## config.mk

```make
export PLATFORM = sky130hd
export DESIGN_NAME = sound_gen_clock_prescaler
export DESIGN_NICKNAME = d
export VERILOG_FILES = /design/src/rtl/sound_gen_pkg.sv /design/src/rtl/sound_rate_divider.sv /design/src/rtl/sound_shift_channel.sv /design/src/rtl/sound_gen_clock_prescaler.sv
export SDC_FILE = /design/constraint.sdc
export NUM_CORES = 1
export LEC_CHECK = 0
export BUFFER_PORTS_ARGS = -buffer_cell sky130_fd_sc_hd__buf_4
export CAP_MARGIN = 40
export CORE_ASPECT_RATIO = 2
export CORE_MARGIN = 2
export CORE_UTILIZATION = 54
export DETAILED_ROUTE_END_ITERATION = 8
export GPL_ROUTABILITY_DRIVEN = 0
export GPL_TIMING_DRIVEN = 0
export HOLD_SLACK_MARGIN = 0.03
export PLACE_DENSITY = 0.79
export SETUP_SLACK_MARGIN = 0.1
export SLEW_MARGIN = 20
export SYNTH_ARGS = -nofsm -noshare
export SYNTH_HDL_FRONTEND = slang
export SYNTH_SLANG_ARGS = --single-unit
```

## constraint.sdc

```tcl
create_clock -name clk -period 3.3 [get_ports clk]
set_input_delay 0.99 -clock clk [delete_from_list [all_inputs] [get_ports clk]]
set_output_delay 0.99 -clock clk [all_outputs]
set_load 0.03 [all_outputs]
```

## src/rtl/sound_gen_pkg.sv

```systemverilog
// constants for the sound generator clock block: register indices,
// field positions, reset values and divider ratios.
// assumes a 100 MHz system clock and oscillator levels synchronous to it.
package sound_gen_pkg;
    localparam int ADDR_W     = 12;
    localparam int DATA_W     = 32;
    localparam int IDX_W      = 10;
    localparam int NIB_W      = 4;
    localparam int SLOT_W     = 4;

    // register indices; byte address is four times the index
    localparam logic [IDX_W-1:0] IDX_CH1_LOW   = 10'h360;
    localparam logic [IDX_W-1:0] IDX_CH1_HIGH  = 10'h361;
    localparam logic [IDX_W-1:0] IDX_CH2_NIB1  = 10'h362;
    localparam logic [IDX_W-1:0] IDX_CH2_NIB2  = 10'h363;
    localparam logic [IDX_W-1:0] IDX_CH2_NIB3  = 10'h364;
    localparam logic [IDX_W-1:0] IDX_CH2_NIB4  = 10'h365;
    localparam logic [IDX_W-1:0] IDX_CH_ENABLE = 10'h366;
    localparam logic [IDX_W-1:0] IDX_PRESCALER = 10'h367;
    localparam logic [IDX_W-1:0] IDX_CLK_SEL   = 10'h368;
    localparam logic [IDX_W-1:0] IDX_STATUS    = 10'h369;
    localparam int               REG_COUNT     = 9;

    // field positions
    localparam int PRE_CH1_LSB   = 0;
    localparam int PRE_CH2_LSB   = 2;
    localparam int PRE_FIELD_W   = 2;
    localparam int SEL_SRC_BIT   = 0;
    localparam int SEL_ALARM_BIT = 1;
    localparam int SEL_RATE_BIT  = 2;
    localparam int MODE_BIT      = 3;
    localparam int STAT_CH1_BIT  = 0;
    localparam int STAT_CH2_BIT  = 1;
    localparam int STAT_BASE_BIT = 2;
    localparam int STAT_SRC_BIT  = 3;

    localparam logic [NIB_W-1:0] NIB_RST = 4'h0;

    // base clock normalisation, frequencies in kHz
    localparam int BASE_KHZ    = 32;
    localparam int RC_FAST_KHZ = 500;
    localparam int RC_SLOW_KHZ = 262;
    localparam int DIV_CNT_W   = 5;
    localparam int DIV_FAST    = (RC_FAST_KHZ + BASE_KHZ / 2) / BASE_KHZ;
    localparam int DIV_SLOW    = (RC_SLOW_KHZ + BASE_KHZ / 2) / BASE_KHZ;

    // shift counters
    localparam int               CHAN_COUNT = 2;
    localparam int               TONE_W     = 7;
    localparam int               CH1_W      = 7;
    localparam int               CH2_W      = 15;
    localparam int               PRE_CNT_W  = 3;
    localparam logic [TONE_W-1:0] TONE_END  = 7'h01;
endpackage

```

## src/rtl/sound_rate_divider.sv

```systemverilog
// per-channel prescaler: turns the base tick into a working tick.
// assumes base_tick is a one-cycle strobe in the clk domain.
`timescale 1ns/1ns
`default_nettype none
module sound_rate_divider (
    input  wire logic                                 clk,       // system clock
    input  wire logic                                 nrst,      // sync reset, low
    input  wire logic                                 base_tick, // 32 kHz strobe
    input  wire logic [sound_gen_pkg::PRE_FIELD_W-1:0] rate_sel, // 0:/1 1:/2 2:/4 3:/8
    output logic                                      work_tick  // working strobe
);
    import sound_gen_pkg::*;

    logic [PRE_CNT_W-1:0] phase_ff;
    logic [PRE_CNT_W-1:0] nxt_phase;
    logic [PRE_CNT_W-1:0] phase_mask;
    logic                 fire;
    logic                 work_tick_ff;

    // mask of low phase bits; all zero means every base tick passes
    assign phase_mask = (3'h1 << rate_sel) - 3'h1;
    assign fire       = base_tick && ((phase_ff & phase_mask) == '0);
    assign nxt_phase  = base_tick ? phase_ff + 3'h1 : phase_ff;
    assign work_tick  = work_tick_ff;

    always_ff @(posedge clk) begin
        if (!nrst) begin
            phase_ff     <= '0;
            work_tick_ff <= 1'b0;
        end else begin
            phase_ff     <= nxt_phase;
            work_tick_ff <= fire;
        end
    end
endmodule
`default_nettype wire

```

## src/rtl/sound_shift_channel.sv

```systemverilog
// one sound channel: 7-bit tone counter and full-width noise counter.
// assumes restart is a one-cycle strobe after a write of the seed.
`timescale 1ns/1ns
`default_nettype none
module sound_shift_channel #(
    parameter int CHAN_W = 7
) (
    input  wire logic              clk,        // system clock
    input  wire logic              nrst,       // sync reset, low
    input  wire logic              work_tick,  // working clock strobe
    input  wire logic              noise_mode, // 1 noise, 0 tone
    input  wire logic              restart,    // reload seed strobe
    input  wire logic [CHAN_W-1:0] init_value, // seed
    output logic                   chan_out    // sound output level
);
    import sound_gen_pkg::*;

    logic [TONE_W-1:0] tone_ff;
    logic [CHAN_W-1:0] noise_ff;
    logic              out_ff;
    logic [TONE_W-1:0] tone_seed;
    logic [TONE_W-1:0] tone_step;
    logic              tone_wrap;
    logic [CHAN_W-1:0] noise_step;
    logic              noise_fb;
    logic [TONE_W-1:0] nxt_tone;
    logic [CHAN_W-1:0] nxt_noise;
    logic              nxt_out;

    // tone uses the top seven seed bits on the wide channel
    assign tone_seed  = init_value[CHAN_W-1 -: TONE_W];
    assign tone_step  = {tone_ff[TONE_W-2:0], tone_ff[TONE_W-1] ^ tone_ff[TONE_W-2]};
    assign tone_wrap  = (tone_step == TONE_END);
    // an all-zero noise state would lock up, so feed a one in
    assign noise_fb   = (noise_ff == '0) | (noise_ff[CHAN_W-1] ^ noise_ff[CHAN_W-2]);
    assign noise_step = {noise_ff[CHAN_W-2:0], noise_fb};

    assign nxt_tone  = restart ? tone_seed :
                       (work_tick && !noise_mode) ?
                       (tone_wrap ? tone_seed : tone_step) : tone_ff;
    assign nxt_noise = restart ? init_value :
                       (work_tick && noise_mode) ? noise_step : noise_ff;
    assign nxt_out   = (!work_tick || restart) ? out_ff :
                       noise_mode ? noise_step[CHAN_W-1] :
                       (tone_wrap ? ~out_ff : out_ff);
    assign chan_out  = out_ff;

    always_ff @(posedge clk) begin
        if (!nrst) begin
            tone_ff  <= '0;
            noise_ff <= '0;
            out_ff   <= 1'b0;
        end else begin
            tone_ff  <= nxt_tone;
            noise_ff <= nxt_noise;
            out_ff   <= nxt_out;
        end
    end
endmodule
`default_nettype wire

```

## src/rtl/sound_gen_clock_prescaler.sv

```systemverilog
// top of the sound generator clock block: apb register file, base clock
// normalisation from either oscillator, and two prescaled channels.
// assumes both oscillator levels are synchronous to clk and much slower.
//
// Summary of operation
// - prescaler register bits 1-0 serve channel one, bits 3-2 channel two.
// - prescaler field 00,01,10,11 divides base clock by 1,2,4,8.
// - source bit 0 picks low oscillator when clear, high oscillator when set.
// - rate bit zero means 500k high oscillator, one means 262k.
// - base clock is 32 kHz whatever source and rate are chosen.
// - tone output toggles every N working ticks, frequency clock over 2N.
// - tone count length is at most 127 working ticks.
// - seven-bit seed maps to count length, seed 20h gives 122.
// - bit 1 of source register switches alarm; both registers write-only.
// - channel one uses a 7-bit shift counter, channel two 15-bit.
// - mode bit one gives noise, zero gives tone.
//
// The APB interface to the registers is this design's own decision.
`timescale 1ns/1ns
`default_nettype none
module sound_gen_clock_prescaler (
    input  wire logic                             clk,               // system clock
    input  wire logic                             nrst,              // sync reset, low
    input  wire logic                             psel,              // apb select
    input  wire logic                             penable,           // apb enable
    input  wire logic                             pwrite,            // apb direction
    input  wire logic [sound_gen_pkg::ADDR_W-1:0] paddr,             // apb byte address
    input  wire logic [sound_gen_pkg::DATA_W-1:0] pwdata,            // apb write data
    input  wire logic [3:0]                       pstrb,             // apb byte strobes
    output logic      [sound_gen_pkg::DATA_W-1:0] prdata,            // apb read data
    output logic                                  pready,            // apb ready
    output logic                                  pslverr,           // apb error
    input  wire logic                             low_speed_source,  // low osc level
    input  wire logic                             high_speed_source, // high osc level
    output logic                                  base_clock_tick,   // 32 kHz strobe
    output logic      [1:0]                       tone_working_clock,// per-channel strobes
    output logic                                  chan1_out,         // channel one sound
    output logic                                  chan2_out,         // channel two sound
    output logic                                  alarm_switch       // alarm on level
);
    import sound_gen_pkg::*;

    // ------------------------------------------------------------------
    // apb decode
    // ------------------------------------------------------------------
    logic [IDX_W-1:0]  acc_idx;
    logic [SLOT_W-1:0] acc_slot;
    logic              aligned;
    logic              in_wo;
    logic              is_status;
    logic              mapped;
    logic              setup_ph;
    logic              access_ph;
    logic              wr_fire;
    logic              bad_access;

    assign acc_idx    = paddr[ADDR_W-1:2];
    assign acc_slot   = SLOT_W'(acc_idx - IDX_CH1_LOW);
    assign aligned    = (paddr[1:0] == 2'h0);
    assign in_wo      = aligned && (acc_idx >= IDX_CH1_LOW) && (acc_idx <= IDX_CLK_SEL);
    assign is_status  = aligned && (acc_idx == IDX_STATUS);
    assign mapped     = in_wo || is_status;
    assign setup_ph   = psel && !penable;
    assign access_ph  = psel && penable;
    // a write without the low byte lane carries no nibble and is dropped
    assign wr_fire    = access_ph && pwrite && in_wo && pstrb[0];
    // status cannot be written; unmapped or misaligned words are refused
    assign bad_access = !mapped || (pwrite && is_status);
    assign pready     = 1'b1;
    assign pslverr    = access_ph && bad_access;

    // ------------------------------------------------------------------
    // write-only register file
    // ------------------------------------------------------------------
    logic [NIB_W-1:0] reg_ff [REG_COUNT];

    genvar gr;
    generate
        for (gr = 0; gr < REG_COUNT; gr++) begin : g_reg
            always_ff @(posedge clk) begin
                if (!nrst) begin
                    reg_ff[gr] <= NIB_RST;
                end else if (wr_fire && (acc_slot == SLOT_W'(gr))) begin
                    reg_ff[gr] <= pwdata[NIB_W-1:0];
                end
            end
        end
    endgenerate

    localparam int SL_CH1_LOW  = int'(IDX_CH1_LOW - IDX_CH1_LOW);
    localparam int SL_CH1_HIGH = int'(IDX_CH1_HIGH - IDX_CH1_LOW);
    localparam int SL_CH2_NIB1 = int'(IDX_CH2_NIB1 - IDX_CH1_LOW);
    localparam int SL_CH2_NIB2 = int'(IDX_CH2_NIB2 - IDX_CH1_LOW);
    localparam int SL_CH2_NIB3 = int'(IDX_CH2_NIB3 - IDX_CH1_LOW);
    localparam int SL_CH2_NIB4 = int'(IDX_CH2_NIB4 - IDX_CH1_LOW);
    localparam int SL_PRESCALE = int'(IDX_PRESCALER - IDX_CH1_LOW);
    localparam int SL_CLK_SEL  = int'(IDX_CLK_SEL - IDX_CH1_LOW);

    logic src_high;
    logic rc_rate_pick;
    logic chan1_noise_mode;
    logic chan2_noise_mode;
    logic [PRE_FIELD_W-1:0] chan_div [CHAN_COUNT];

    assign src_high         = reg_ff[SL_CLK_SEL][SEL_SRC_BIT];
    assign rc_rate_pick     = reg_ff[SL_CLK_SEL][SEL_RATE_BIT];
    assign alarm_switch     = reg_ff[SL_CLK_SEL][SEL_ALARM_BIT];
    assign chan1_noise_mode = reg_ff[SL_CH1_HIGH][MODE_BIT];
    assign chan2_noise_mode = reg_ff[SL_CH2_NIB4][MODE_BIT];
    assign chan_div[0] = reg_ff[SL_PRESCALE][PRE_CH1_LSB +: PRE_FIELD_W];
    assign chan_div[1] = reg_ff[SL_PRESCALE][PRE_CH2_LSB +: PRE_FIELD_W];

    // ------------------------------------------------------------------
    // base clock normalisation
    // ------------------------------------------------------------------
    localparam logic [DIV_CNT_W-1:0] FAST_END = DIV_CNT_W'(DIV_FAST - 1);
    localparam logic [DIV_CNT_W-1:0] SLOW_END = DIV_CNT_W'(DIV_SLOW - 1);

    logic                 low_prev_ff;
    logic                 high_prev_ff;
    logic [DIV_CNT_W-1:0] hs_cnt_ff;
    logic [DIV_CNT_W-1:0] nxt_hs_cnt;
    logic [DIV_CNT_W-1:0] hs_end;
    logic                 low_rise;
    logic                 high_rise;
    logic                 hs_wrap;
    logic                 base_tick;
    logic                 base_tick_ff;
    logic                 base_phase_ff;

    assign low_rise   = low_speed_source && !low_prev_ff;
    assign high_rise  = high_speed_source && !high_prev_ff;
    // the rate bit is trusted; a wrong setting gives a wrong base rate
    assign hs_end     = rc_rate_pick ? SLOW_END : FAST_END;
    assign hs_wrap    = high_rise && (hs_cnt_ff >= hs_end);
    // counter is held clear while the low source is in use
    assign nxt_hs_cnt = !src_high ? '0 :
                        !high_rise ? hs_cnt_ff :
                        hs_wrap ? '0 : hs_cnt_ff + 5'h01;
    assign base_tick  = src_high ? hs_wrap : low_rise;
    assign base_clock_tick = base_tick_ff;

    always_ff @(posedge clk) begin
        if (!nrst) begin
            low_prev_ff   <= low_speed_source;
            high_prev_ff  <= high_speed_source;
            hs_cnt_ff     <= '0;
            base_tick_ff  <= 1'b0;
            base_phase_ff <= 1'b0;
        end else begin
            low_prev_ff   <= low_speed_source;
            high_prev_ff  <= high_speed_source;
            hs_cnt_ff     <= nxt_hs_cnt;
            base_tick_ff  <= base_tick;
            base_phase_ff <= base_phase_ff ^ base_tick;
        end
    end

    // ------------------------------------------------------------------
    // channel seeds and restart strobes
    // ------------------------------------------------------------------
    logic [CH2_W-1:0] chan_seed [CHAN_COUNT];
    logic [CHAN_COUNT-1:0] chan_mode;
    logic [CHAN_COUNT-1:0] restart_ff;
    logic [CHAN_COUNT-1:0] nxt_restart;
    logic [CHAN_COUNT-1:0] chan_level;
    logic ch1_hit;
    logic ch2_hit;

    assign chan_seed[0] = {8'h00, reg_ff[SL_CH1_HIGH][2:0], reg_ff[SL_CH1_LOW]};
    assign chan_seed[1] = {reg_ff[SL_CH2_NIB4][2:0], reg_ff[SL_CH2_NIB3],
                           reg_ff[SL_CH2_NIB2], reg_ff[SL_CH2_NIB1]};
    assign chan_mode    = {chan2_noise_mode, chan1_noise_mode};
    assign ch1_hit = (acc_slot == SLOT_W'(SL_CH1_LOW)) ||
                     (acc_slot == SLOT_W'(SL_CH1_HIGH));
    assign ch2_hit = (acc_slot >= SLOT_W'(SL_CH2_NIB1)) &&
                     (acc_slot <= SLOT_W'(SL_CH2_NIB4));
    // restart a cycle after the write so the new seed is already stored
    assign nxt_restart = {wr_fire && ch2_hit, wr_fire && ch1_hit};

    always_ff @(posedge clk) begin
        if (!nrst) begin
            restart_ff <= '0;
        end else begin
            restart_ff <= nxt_restart;
        end
    end

    // ------------------------------------------------------------------
    // per-channel prescaler and shift counter
    // ------------------------------------------------------------------
    genvar gc;
    generate
        for (gc = 0; gc < CHAN_COUNT; gc++) begin : g_chan
            localparam int CW = (gc == 0) ? CH1_W : CH2_W;
            logic work_tick;

            sound_rate_divider u_div (
                .clk       (clk),
                .nrst      (nrst),
                .base_tick (base_tick),
                .rate_sel  (chan_div[gc]),
                .work_tick (work_tick)
            );

            sound_shift_channel #(
                .CHAN_W (CW)
            ) u_chan (
                .clk        (clk),
                .nrst       (nrst),
                .work_tick  (work_tick),
                .noise_mode (chan_mode[gc]),
                .restart    (restart_ff[gc]),
                .init_value (chan_seed[gc][CW-1:0]),
                .chan_out   (chan_level[gc])
            );

            assign tone_working_clock[gc] = work_tick;
        end
    endgenerate

    assign chan1_out = chan_level[0];
    assign chan2_out = chan_level[1];

    // ------------------------------------------------------------------
    // read path
    // ------------------------------------------------------------------
    logic [NIB_W-1:0]  status_nib;
    logic [DATA_W-1:0] prdata_ff;
    logic [DATA_W-1:0] nxt_prdata;

    assign status_nib = {src_high, base_phase_ff, chan_level[1], chan_level[0]};
    // write-only words read as zero; data is latched in the setup cycle
    assign nxt_prdata = !setup_ph ? prdata_ff :
                        (is_status && !pwrite) ?
                        {{(DATA_W - NIB_W){1'b0}}, status_nib} : '0;
    assign prdata = prdata_ff;

    always_ff @(posedge clk) begin
        if (!nrst) begin
            prdata_ff <= '0;
        end else begin
            prdata_ff <= nxt_prdata;
        end
    end
endmodule
`default_nettype wire

```

==> metrics <==
GRT Util Overall 0.2417; Sink Count 92; CP Max Fanout 7; sequential-to-total area share from yosys stat 0.4968; Initial DRC Count 322; Final Hold Fails 0; Synth Instances 457; IO Pins 95; Reg clk slew, reported paths 60 ps; Crit Path Class input port to output pin; fill cell count 615; startpoint types input port; RSZ-0062 raised after global routing false; combinational family with the most area after synthesis simple AND/OR/NAND/NOR gates; FF+latch count, synth 92; Tightest Pin Transition 610.2 ps; total power 2.432 mW; # H-tree levels 3; FP Rows 46; DRC Markers 0; Post-Synth Adder-Cell Area 0.01155; Multi-input gate area 0.001948 mm2; hold_sp base_phase_ff; Post-Synth Simple-Gate Area 0.2400; Initial Util 0.5493; Pre-antenna DRT Iters 5; Root Buffer clkbuf_16; FMAX 318.1 MHz; Num CTS Buffers 9; Ant. Diodes 0; Clock Latency Late Sink 340 ps; vias in the first global route 3443; Final Max Slew Viols 0; r2r startpoint reg_ff[8][2]; CP startpoint paddr[2]; TritonCTS clock tree yes; cell leakage power 1.949 nW; Detail Route Antenna Nets 0; CP Data Required Time 2310 ps; max-cap viol count 0; synth warn 0; pwr/cell area 476.0 mW/mm2; die area 0.008797 mm2; clk_skew 5.625 ps; clock tree buffer depth 2; post-synth top area share 0.2819; XOR/XNOR Fraction of Synth Area 0.01415; final design utilization 0.6479; final worst path period need 3143 ps; Detailed Place HPWL 7.541 mm; top-count cell post-synth nor2_1; Max-slew headroom 0.5889; Die H 130.7 um; antenna violations before repair 0; via count 3591; nets 590; number of flops mapped to enable cells by yosys 31; hold_ws 477.3 ps; crit end category output pin; Hold Crit Class flop to flop; IO Port Bufs 33; VDD IR max 331.8 uV; post-route clock period utilization 0.9525; die extent in x 67.33 um; multiplexer share of the synthesized area 0.01386; Mapped Area 0.004332 mm2; first-pass GRT wire length 15.94 mm; routed wire length 9.855 mm; Core Footprint 0.007885 mm2; Synth Area in Compound Gates 0.1438; status complete, no violations; grt total ovfl 0; final setup vio count 0; Synth Flop Type dfxtp_1; Synth cell types 52; largest net degree at the start of global routing 17; WP data arrival 2150 ps; drt via density 5.682; area leader, netlist dfxtp_1; FFs w/ async S/R, synth 0; top post-synthesis cells by area dfxtp_1 28%, edfxtp_1 21%, nor2_1 7.1%, buf_4 5.7%, a311oi_1 4.0%; Wirelength per Cell 15.59 um; area grow syn2layout 17.94%; sequential cell area 0.002152 mm2; Synth top cells by count 82 x nor2_1, 61 x dfxtp_1, 40 x nand2_1; Mean Syn Cell Area 9.478 um2; share of post-route cells with drive strength above 1 0.1828
worst paths after layout:
path | end | slack (ps) | cells after the start
worst max-delay path | pslverr | 160 | 6
worst min-delay path | base_phase_ff | 480 | 2
worst max register to register | g_chan[1].u_div.work_tick | 1520 | 5
worst min register to register | base_phase_ff | 480 | 2
worst max-delay path, stage by stage:
cell	delay, ps
buf_6	110
or4b_4	550
o21ai_4	80
o211ai_1	120
and3_4	170
buf_6	130
metrics by stage:
step	worst slack (ps)	instances	area [um2]	TNS, ps
2_1_floorplan	105.1	484	4438	0
3_3_place_gp	-64.20	613	4806	-64.20
3_5_place_dp	-76.15	613	4806	-76.15
4_1_cts	114.0	631	5094	0
5_1_grt	105.6	632	5109	0
6_report	156.6	632	5109	0
cell families (layout without fill, tap and decap cells):
kind of cell             Yosys count  count (layout)
flip-flops                        92              92
XOR/XNOR                           7               7
AO/OA/AOI/OAI                     83              83
AND/OR/NAND/NOR                  206             206
buffers and inverters             57             109
other                              2              29
multiplexers                       6               6
adder cells (fa/ha/maj)            4               4
final cells by class:
class,count,share of cell area
Buffer,51,0.06172
Clock buffer,11,0.04555
Clock inverter,5,0.007103
Inverter,6,0.004409
Multi-Input combinational cell,335,0.3813
Sequential cell,92,0.4213
Tap cell,96,0.02351
Timing Repair Buffer,36,0.05511
per-layer routing:
layer / up-vias / part of all wire / track usage / routed length (um)
met5: - / 0 / 0 / 0
met4: 0 / 0.039 / 0.1309 / 384
met3: 30 / 0.045 / 0.03767 / 448
met2: 148 / 0.56 / 0.4485 / 5478
met1: 1664 / 0.36 / 0.2497 / 3543
li1: 1749 / - / - / -
cells in the final DEF, fill, tap and decap left out, types with 5 or more instances in the layout:
| cell | synthesis | routed |
|---|---|---|
| a21o_1 | 6 | 6 |
| a21oi_1 | 12 | 12 |
| a221oi_1 | 12 | 12 |
| a311oi_1 | 20 | 20 |
| buf_4 | 33 | 66 |
| clkbuf_1 | 14 | 16 |
| clkbuf_16 | 0 | 9 |
| conb_1 | 2 | 29 |
| dfxtp_1 | 61 | 61 |
| edfxtp_1 | 31 | 31 |
| mux2i_1 | 6 | 6 |
| nand2_1 | 40 | 40 |
| nand3_1 | 25 | 25 |
| nor2_1 | 82 | 82 |
| nor3_1 | 17 | 17 |
| o21ai_0 | 17 | 17 |
| xor2_1 | 5 | 5 |
registers in the layout, summed over array words and instances (netlist names):
name,cells
g_chan.u_chan.noise_ff,22
high_prev_ff,1
base_clock_tick,1
prdata,4
g_chan.u_div.work_tick,2
low_prev_ff,1
hs_cnt_ff,5
base_phase_ff,1
g_chan.u_div.phase_ff,6
g_chan.u_chan.tone_ff,14
reg_ff,31
restart_ff,2
g_chan.u_chan.chan_out,2
timing repair:
item / CTS / global route
resized for setup: 1 / 2
setup buffers: 2 / 1
pin swaps: 1 / 3
hold endpoints to repair: 0 / 0
hold buffers: 0 / 0
setup endpoints to repair: 1 / 1
power by group:
part           switching (mW)  internal (mW)
Sequential             0.0289           1.21
Clock                   0.439          0.516
Combinational           0.150         0.0922
Total                   0.617           1.81
Note: power is estimated with default switching activity, not from simulation.
